--- src/dtf_params.svh ---
// Register addresses, field positions and reset values of the task file
`ifndef DTF_PARAMS_SVH
`define DTF_PARAMS_SVH
`define DTF_ADR_DATA 3'h0
`define DTF_ADR_ERR_FEAT 3'h1
`define DTF_ADR_SECT_CNT 3'h2
`define DTF_ADR_SECT_NUM 3'h3
`define DTF_ADR_CYL_LOW 3'h4
`define DTF_ADR_CYL_HIGH 3'h5
`define DTF_ADR_UNIT_HEAD 3'h6
`define DTF_ADR_CMD_STAT 3'h7
`define DTF_ADR_CTL 3'h6
`define DTF_ADR_OBSOLETE 3'h7
`define DTF_CTL_SWRST_BIT 2
`define DTF_CTL_INTDIS_BIT 1
`define DTF_UH_LBA_BIT 6
`define DTF_UH_DEV_BIT 4
`define DTF_ST_BUSY_BIT 7
`define DTF_ST_DREQ_BIT 3
`define DTF_RST_BYTE 8'h00
`define DTF_RST_CTL 8'h00
`define DTF_RST_UNIT_HEAD 8'ha0
`endif

--- src/dtf_pkg.sv ---
// Types shared by the task file blocks
package dtf_pkg;
    typedef enum logic [1:0] {DTF_ACC_NONE, DTF_ACC_CMD, DTF_ACC_CTL, DTF_ACC_BAD} dtf_acc_t;
    typedef enum logic {DTF_XFER_IDLE, DTF_XFER_MOVE} dtf_xfer_t;
endpackage : dtf_pkg

--- src/dtf_strobe_edge.sv ---
// Rising and falling edge detector for an active low host strobe
`timescale 1ns/1ps
`default_nettype none
module dtf_strobe_edge (
    input wire logic sys_clk,
    input wire logic nrst,
    input wire logic strobe_n,
    output logic fall,
    output logic rise
);
    logic prev_q;

    always_ff @(posedge sys_clk or negedge nrst)
    begin
        if (!nrst)
            prev_q <= 1'b1;
        else
            prev_q <= strobe_n;
    end

    assign fall = prev_q & ~strobe_n;
    assign rise = ~prev_q & strobe_n;
endmodule : dtf_strobe_edge
`default_nettype wire

--- src/dtf_regs.sv ---
// Device side task file register bank with PIO and DMA data paths
`timescale 1ns/1ps
`default_nettype none
`include "dtf_params.svh"
module dtf_regs #(
    parameter logic UNIT_ID = 1'b0
) (
    input wire logic sys_clk,
    input wire logic nrst,
    input wire logic cmd_sel_n,
    input wire logic ctl_sel_n,
    input wire logic [2:0] reg_adr,
    input wire logic rd_n,
    input wire logic wr_n,
    input wire logic dma_ack_n,
    input wire logic [15:0] dd_in,
    output logic [15:0] dd_out,
    output logic [15:0] dd_oe_n,
    output logic intr_out,
    output logic intr_oe_n,
    input wire logic [7:0] dev_status,
    input wire logic intr_raise,
    input wire logic dma_req,
    input wire logic wide_xfer,
    input wire logic media_fail,
    input wire logic [15:0] fail_cyl,
    input wire logic [3:0] fail_head,
    input wire logic [15:0] pio_rd_word,
    input wire logic [15:0] dma_rd_word,
    output logic cmd_start,
    output logic [7:0] cmd_code_q,
    output logic [7:0] prm_feat_q,
    output logic [7:0] prm_cnt_q,
    output logic [7:0] prm_sect_q,
    output logic [15:0] prm_cyl_q,
    output logic [7:0] prm_uh_q,
    output logic [7:0] err_in,
    output logic [7:0] feat_q,
    output logic [7:0] cnt_q,
    output logic [7:0] sect_q,
    output logic soft_rst_q,
    output logic unit_sel,
    output logic pio_wr_stb,
    output logic pio_rd_stb,
    output logic dma_wr_stb,
    output logic dma_rd_stb,
    output logic [15:0] wr_word_q
);
    import dtf_pkg::*;

    logic rd_fall, rd_rise, wr_fall, wr_rise;
    dtf_acc_t acc_d, acc_q;
    logic [2:0] adr_q;
    logic dma_q;
    dtf_xfer_t xfer_q;
    logic [7:0] cyl_low_q, cyl_high_q, uh_q, ctl_q;
    logic intr_pend_q;
    logic busy, dreq;

    dtf_strobe_edge u_rd_edge (
        .sys_clk(sys_clk),
        .nrst(nrst),
        .strobe_n(rd_n),
        .fall(rd_fall),
        .rise(rd_rise)
    );

    dtf_strobe_edge u_wr_edge (
        .sys_clk(sys_clk),
        .nrst(nrst),
        .strobe_n(wr_n),
        .fall(wr_fall),
        .rise(wr_rise)
    );

    assign busy = dev_status[`DTF_ST_BUSY_BIT];
    assign dreq = dev_status[`DTF_ST_DREQ_BIT];
    assign err_in = 8'h00;

    always_comb
    begin
        unique case ({cmd_sel_n, ctl_sel_n})
            2'b01: acc_d = DTF_ACC_CMD;
            2'b10: acc_d = DTF_ACC_CTL;
            2'b00: acc_d = DTF_ACC_BAD;
            default: acc_d = DTF_ACC_NONE;
        endcase
    end

    // Selects latched at the strobe's leading edge, held for the whole cycle
    always_ff @(posedge sys_clk or negedge nrst)
    begin
        if (!nrst)
        begin
            acc_q <= DTF_ACC_NONE;
            adr_q <= 3'h0;
            dma_q <= 1'b0;
        end
        else if (rd_fall || wr_fall)
        begin
            acc_q <= acc_d;
            adr_q <= reg_adr;
            dma_q <= ~dma_ack_n & dma_req;
        end
    end

    // Data lands on the strobe's trailing edge
    always_ff @(posedge sys_clk or negedge nrst)
    begin
        if (!nrst)
            wr_word_q <= 16'h0000;
        else if (wr_rise)
            // Port words are always full width, whatever the PIO width
            wr_word_q <= (wide_xfer || dma_q) ? dd_in : {8'h00, dd_in[7:0]};
    end

    logic wr_cmd, wr_ctl;
    assign wr_cmd = wr_rise && acc_q == DTF_ACC_CMD && !dma_q;
    assign wr_ctl = wr_rise && acc_q == DTF_ACC_CTL && !dma_q && adr_q == `DTF_ADR_CTL;

    // Busy device ignores writes to the feature through unit/head registers
    always_ff @(posedge sys_clk or negedge nrst)
    begin
        if (!nrst)
        begin
            feat_q <= `DTF_RST_BYTE;
            cnt_q <= `DTF_RST_BYTE;
            sect_q <= `DTF_RST_BYTE;
            cyl_low_q <= `DTF_RST_BYTE;
            cyl_high_q <= `DTF_RST_BYTE;
            uh_q <= `DTF_RST_UNIT_HEAD;
        end
        else if (media_fail)
        begin
            cyl_low_q <= fail_cyl[7:0];
            cyl_high_q <= fail_cyl[15:8];
            uh_q[3:0] <= fail_head;
        end
        else if (wr_cmd && !busy)
        begin
            unique case (adr_q)
                `DTF_ADR_ERR_FEAT: feat_q <= dd_in[7:0];
                `DTF_ADR_SECT_CNT: cnt_q <= dd_in[7:0];
                `DTF_ADR_SECT_NUM: sect_q <= dd_in[7:0];
                `DTF_ADR_CYL_LOW: cyl_low_q <= dd_in[7:0];
                `DTF_ADR_CYL_HIGH: cyl_high_q <= dd_in[7:0];
                `DTF_ADR_UNIT_HEAD: uh_q <= dd_in[7:0];
                default: ;
            endcase
        end
    end

    // Bit 0 is forced low whatever the host writes
    always_ff @(posedge sys_clk or negedge nrst)
    begin
        if (!nrst)
            ctl_q <= `DTF_RST_CTL;
        else if (wr_ctl)
            ctl_q <= {5'h00, dd_in[2:1], 1'b0};
    end

    assign soft_rst_q = ctl_q[`DTF_CTL_SWRST_BIT];
    assign unit_sel = uh_q[`DTF_UH_DEV_BIT] == UNIT_ID;

    // Command write snapshots the parameter set
    always_ff @(posedge sys_clk or negedge nrst)
    begin
        if (!nrst)
        begin
            cmd_start <= 1'b0;
            cmd_code_q <= `DTF_RST_BYTE;
            prm_feat_q <= `DTF_RST_BYTE;
            prm_cnt_q <= `DTF_RST_BYTE;
            prm_sect_q <= `DTF_RST_BYTE;
            prm_cyl_q <= 16'h0000;
            prm_uh_q <= `DTF_RST_BYTE;
        end
        else
        begin
            cmd_start <= 1'b0;
            if (wr_cmd && adr_q == `DTF_ADR_CMD_STAT && !busy && !dreq)
            begin
                cmd_start <= 1'b1;
                cmd_code_q <= dd_in[7:0];
                prm_feat_q <= feat_q;
                prm_cnt_q <= cnt_q;
                prm_sect_q <= sect_q;
                prm_cyl_q <= {cyl_high_q, cyl_low_q};
                prm_uh_q <= uh_q;
            end
        end
    end

    // Set wins over clear
    always_ff @(posedge sys_clk or negedge nrst)
    begin
        if (!nrst)
            intr_pend_q <= 1'b0;
        else if (intr_raise)
            intr_pend_q <= 1'b1;
        else if (soft_rst_q || cmd_start)
            intr_pend_q <= 1'b0;
        else if (rd_rise && acc_q == DTF_ACC_CMD && adr_q == `DTF_ADR_CMD_STAT)
            intr_pend_q <= 1'b0;
    end

    assign intr_out = intr_pend_q;
    assign intr_oe_n = ~(unit_sel && !ctl_q[`DTF_CTL_INTDIS_BIT]);

    // Data strobes toward the transfer engine
    always_ff @(posedge sys_clk or negedge nrst)
    begin
        if (!nrst)
            xfer_q <= DTF_XFER_IDLE;
        else
        begin
            unique case (xfer_q)
                DTF_XFER_IDLE: if (dreq || dma_req) xfer_q <= DTF_XFER_MOVE;
                DTF_XFER_MOVE: if (!dreq && !dma_req) xfer_q <= DTF_XFER_IDLE;
            endcase
        end
    end

    logic pio_hit;
    assign pio_hit = acc_q == DTF_ACC_CMD && adr_q == `DTF_ADR_DATA && !dma_q;
    assign pio_wr_stb = wr_rise && pio_hit && dreq && xfer_q == DTF_XFER_MOVE;
    assign pio_rd_stb = rd_rise && pio_hit && dreq && xfer_q == DTF_XFER_MOVE;
    assign dma_wr_stb = wr_rise && dma_q && xfer_q == DTF_XFER_MOVE;
    assign dma_rd_stb = rd_rise && dma_q && xfer_q == DTF_XFER_MOVE;

    // Read data registered on the leading edge of the read strobe
    logic reading_q;
    logic [15:0] rd_mux;
    logic [15:0] rd_oe_mux;
    always_comb
    begin
        rd_mux = 16'h0000;
        rd_oe_mux = 16'hffff;
        if (!dma_ack_n && dma_req)
        begin
            rd_mux = dma_rd_word;
            rd_oe_mux = 16'h0000;
        end
        else if (acc_d == DTF_ACC_CMD)
        begin
            rd_oe_mux = 16'hff00;
            unique case (reg_adr)
                `DTF_ADR_DATA:
                begin
                    rd_mux = wide_xfer ? pio_rd_word : {8'h00, pio_rd_word[7:0]};
                    rd_oe_mux = wide_xfer ? 16'h0000 : 16'hff00;
                end
                `DTF_ADR_ERR_FEAT: rd_mux = {8'h00, err_in};
                `DTF_ADR_SECT_CNT: rd_mux = {8'h00, cnt_q};
                `DTF_ADR_SECT_NUM: rd_mux = {8'h00, sect_q};
                `DTF_ADR_CYL_LOW: rd_mux = {8'h00, cyl_low_q};
                `DTF_ADR_CYL_HIGH: rd_mux = {8'h00, cyl_high_q};
                `DTF_ADR_UNIT_HEAD: rd_mux = {8'h00, uh_q};
                `DTF_ADR_CMD_STAT: rd_mux = {8'h00, dev_status};
                default: ;
            endcase
        end
        else if (acc_d == DTF_ACC_CTL && reg_adr == `DTF_ADR_CTL)
        begin
            rd_mux = {8'h00, dev_status};
            rd_oe_mux = 16'hff00;
        end
        // Obsolete control address 7 left undriven, bit 7 never driven
    end

    always_ff @(posedge sys_clk or negedge nrst)
    begin
        if (!nrst)
        begin
            dd_out <= 16'h0000;
            dd_oe_n <= 16'hffff;
            reading_q <= 1'b0;
        end
        else if (rd_fall)
        begin
            dd_out <= rd_mux;
            dd_oe_n <= rd_oe_mux;
            reading_q <= 1'b1;
        end
        else if (rd_rise || !reading_q)
        begin
            dd_oe_n <= 16'hffff;
            reading_q <= 1'b0;
        end
    end

    a_bit7_obsolete: assert property (@(posedge sys_clk) disable iff (!nrst)
        rd_fall && acc_d == DTF_ACC_CTL && reg_adr == `DTF_ADR_OBSOLETE |=> dd_oe_n[7])
        else $error("obsolete address drove bit 7");
    a_alt_keep_intr: assert property (@(posedge sys_clk) disable iff (!nrst)
        rd_rise && acc_q == DTF_ACC_CTL && intr_pend_q && !soft_rst_q && !cmd_start
        |=> intr_pend_q)
        else $error("alternate status read cleared interrupt");
    a_stat_clr_intr: assert property (@(posedge sys_clk) disable iff (!nrst)
        rd_rise && acc_q == DTF_ACC_CMD && adr_q == `DTF_ADR_CMD_STAT && !intr_raise
        |=> !intr_pend_q)
        else $error("status read left interrupt pending");
    a_cmd_start: assert property (@(posedge sys_clk) disable iff (!nrst)
        wr_cmd && adr_q == `DTF_ADR_CMD_STAT && !busy && !dreq
        |=> cmd_start && cmd_code_q == $past(dd_in[7:0]))
        else $error("command write did not start");
    a_ctl_bit0: assert property (@(posedge sys_clk) disable iff (!nrst) !ctl_q[0])
        else $error("control bit 0 set");
    a_ctl_write: assert property (@(posedge sys_clk) disable iff (!nrst)
        wr_ctl |=> ctl_q[2:1] == $past(dd_in[2:1]))
        else $error("control write not effective");
    a_intr_tristate: assert property (@(posedge sys_clk) disable iff (!nrst)
        ctl_q[`DTF_CTL_INTDIS_BIT] || !unit_sel |-> intr_oe_n)
        else $error("interrupt driven while disabled");
    a_fail_cyl: assert property (@(posedge sys_clk) disable iff (!nrst)
        media_fail |=> {cyl_high_q, cyl_low_q} == $past(fail_cyl)
        && uh_q[3:0] == $past(fail_head))
        else $error("error address not loaded");
    a_pio_gate: assert property (@(posedge sys_clk) disable iff (!nrst)
        pio_wr_stb || pio_rd_stb |-> dreq)
        else $error("pio strobe without data request");
    a_dma_wide: assert property (@(posedge sys_clk) disable iff (!nrst)
        rd_fall && !dma_ack_n && dma_req |=> dd_oe_n == 16'h0000)
        else $error("dma read not 16 bits");
    a_unit_now: assert property (@(posedge sys_clk) disable iff (!nrst)
        wr_cmd && !busy && !media_fail && adr_q == `DTF_ADR_UNIT_HEAD
        |=> uh_q[`DTF_UH_DEV_BIT] == $past(dd_in[4]))
        else $error("device bit not effective");
endmodule : dtf_regs
`default_nettype wire

--- config.mk ---
export PLATFORM = sky130hd
export DESIGN_NAME = dtf_regs
export DESIGN_NICKNAME = d
export VERILOG_FILES = /design/src/dtf_pkg.sv /design/src/dtf_strobe_edge.sv /design/src/dtf_regs.sv
export VERILOG_INCLUDE_DIRS = /design/src /design/src/src
export SDC_FILE = /design/constraint.sdc
export NUM_CORES = 1
export LEC_CHECK = 0
export BUFFER_PORTS_ARGS = -buffer_cell sky130_fd_sc_hd__buf_2
export CAP_MARGIN = 20
export CORE_ASPECT_RATIO = 0.6
export CORE_MARGIN = 2
export CORE_UTILIZATION = 55
export DETAILED_ROUTE_END_ITERATION = 6
export PLACE_DENSITY = 0.95
export SLEW_MARGIN = 20
export SYNTH_ARGS = -nofsm -noshare
export SYNTH_HDL_FRONTEND = slang
export SYNTH_SLANG_ARGS = --single-unit
--- constraint.sdc ---
create_clock -name sys_clk -period 3 [get_ports sys_clk]
set_input_delay 0.45 -clock sys_clk [delete_from_list [all_inputs] [get_ports sys_clk]]
set_output_delay 0.45 -clock sys_clk [all_outputs]
set_load 0.01 [all_outputs]
==> out/qor.txt <==
Post-route ant nets - 0
Xor/xnor cell area share of the yosys netlist - 0%
GRT overflow - 0
Slew Limit Headroom - 47.3%
HP Class - input pin to async pin
Initial DRC Count - 404
Area after DPL - 0.00814 mm2
Top Metal Used - met5
Global-route wire length before repair - 29600 um
Syn-to-layout area delta - 24.2%
Via count of the first global-routing pass - 5359
Simple-gate portion of the synthesized area - 8.93%
Leak - 0.00445 uW
Synth Area in Adders - 0%
Arr. time, crit path - 1.80 ns
Hold Vio Cnt, Final - 14
Routed met3 length - 1520 um
DR vias/cell - 5.79
CP startpoint - adr_q[1]$_DFFE_PN0P_
Total power - 5130 uW
P per Cell Area - 589 mW/mm2
Dominant synthesized flop cell - dfrtp_1
WL/cell - 20.5 um
Fraction of layout cells with a size suffix above 1 - 52.0%
CTS max path bufs - 2
Cell area after layout - 0.00872 mm2
R2r startpoint - dma_q$_DFFE_PN0P_
Synth warn - 0
Failing checks - hold timing
CTS Buf Count - 17
CTS Hold Bufs - 0
Ys async rst share - 100%
Commonest cells after routing, fill and taps aside - buf_2, dfrtp_1, mux2_2
Status - complete, but fails checks
DR vias - 5429
Post-synthesis mux area share - 22.3%
Commonest non-fill, non-tap cell in the layout - buf_2
Setup TNS - 0 ns
Post-synthesis cell type count - 46
Worst Setup End Kind - output pin
Worst Setup Start Kind - flip-flop
Port buffer count - 226
Fmax - 0.444 GHz
Pin count of the biggest net entering global routing - 57
Largest delay contributor family on the critical path - simple AND/OR/NAND/NOR gates
R2R setup slack - 0.76 ns
Worst-path clk slew - 0.06 ns
Met2 wire len - 8700 um
Total global-route track usage - 28.5%
Peak VDD IR - 0.421 mV
#FFs+latches synth - 152
Max_cap viols - 0
Required @ worst endpoint - 2.55 ns
CTS resizes - 0
Die area - 0.0137 mm2
Buffers and inverters on the worst path - 1
Multi-input gate area - 0.00286 mm2
Post-synthesis compound-gate area fraction - 9.00%
Dpl hpwl - 14100 um
Final period utilization - 75.2%
RSZ-0062 raised after global routing - no
Cell count after synthesis - 554
Pre-antenna DRT Iters - 5
Final setup fails - 0
Worst Skew - 0.00788 ns
Seq/Total Area, Yosys - 54.3%
Worst-skew pair later-pin latency - 0.42 ns
GP Congestion - 0.916
Area leader, netlist - dfrtp_1
Initial Util - 57.3%
RR Endpoint - cyl_low_q[4]$_DFFE_PN0P_
Final Max Tran Viols - 0
CTS tree - built
Filler cell count in the final layout - 863
Largest registers - dd_out x16, prm_cyl_q x16, wr_word_q x16
Setup bufs post-CTS - 0
Total area of sequential cells - 0.00381 mm2
WHS - -0.0118 ns
Root buffer cell - clkbuf_16
H-tree Lvls - 4
# IOs - 235
Post-synth EDFFs - 0
Critical path's largest stage delay - 0.46 ns
Metal-1 WL - 8660 um
Worst setup path class - flip-flop to output pin
Post-layout min period - 2.25 ns
Routed WL - 19200 um
Nets - 848
Drt drc - 0
Initial antenna violation count - 4
Avg Cell Area, Syn - 12.7 um2
Final core occ - 71.1%
Worst slew pin tran - 0.790 ns
DIE HEIGHT - 91.5 um
FF-to-FF path depth - 4
# rows - 31
Core ar. - 0.0123 mm2
CP cell instances - nor4bb_1 -> nand4b_1 -> nor2_1 -> buf_2
CTS sink cnt - 152
Die X - 150 um
Synth Cell Area - 0.00702 mm2
CP max stage cell - dfrtp_1
CP max FO - 8
Share of the synthesized area in the top cell type - 52.0%
Largest family of logic cells by synthesized area - multiplexers
Synth area leaders - dfrtp_1, mux2_2, a21oi_1
per-layer routing:
metal	up-vias	track usage [%]
met2	281	42.9
met5	-	0
met1	2714	41.6
li1	2403	-
met4	2	8.33
met3	29	6.48
worst register-to-register path, cell delays in order (launching register included):
cell	delay, ns
dfrtp_1	0.47
or4b_4	0.58
nor3_4	0.43
mux2_1	0.37
mux2_2	0.27
layout make-up:
| type | count | area share (%) |
|---|---|---|
| multi-input cells | 341 | 32.8 |
| clock inverters | 8 | 1.16 |
| well taps | 165 | 2.37 |
| flip-flops and latches | 152 | 43.7 |
| repair buffers | 234 | 14.0 |
| inverters | 12 | 0.517 |
| clock buffers | 24 | 5.41 |
| diodes | 2 | 0.0574 |
Yosys cell counts, drive strengths merged (8+ instances only):
master	number
inv	12
a211oi	8
a21o	8
nor2b	19
nor2	28
a22o	8
o32ai	8
mux2	123
o221ai	8
dfrtp	146
a31oi	10
buf	38
mux4	8
nand3	9
nand2	15
clkbuf	18
a21oi	41
worst max-delay path by stage:
stage / depth (start not counted) / end / slack [ns]
floorplan: 5 / cyl_low_q[0]$_DFFE_PN0P_ / 0.98
global placement: 4 / cyl_low_q[5]$_DFFE_PN0P_ / 0.88
detailed placement: 4 / cyl_low_q[4]$_DFFE_PN0P_ / 0.80
finish: 4 / pio_rd_stb / 0.75
CTS: 4 / pio_rd_stb / 0.76
global route: 3 / dma_wr_stb / 0.68
power by group:
part / switching [uW] / total, uW / leakage, uW / internal [uW]
Clock: 815 / 2080 / 0.000270 / 1270
Combinational: 370 / 699 / 0.00222 / 329
Sequential: 137 / 2350 / 0.00196 / 2220
kinds of logic after synthesis:
logic type | count (synthesis)
DFF | 152
muxes | 131
and+or+nand+nor | 105
AOI/OAI and AO/OA | 97
buffers and inverters | 68
other | 1
stage by stage:
step,setup WS [ns],hold slack (ns),cells
after global routing,0.682,0.0273,936
final,0.745,-0.0118,938
after global placement,0.882,0.441,904
after detailed placement,0.797,0.442,904
after floorplan,0.984,0.154,561
after CTS,0.756,0.000576,936
No activity file was read; power rests on OpenSTA's default activity.
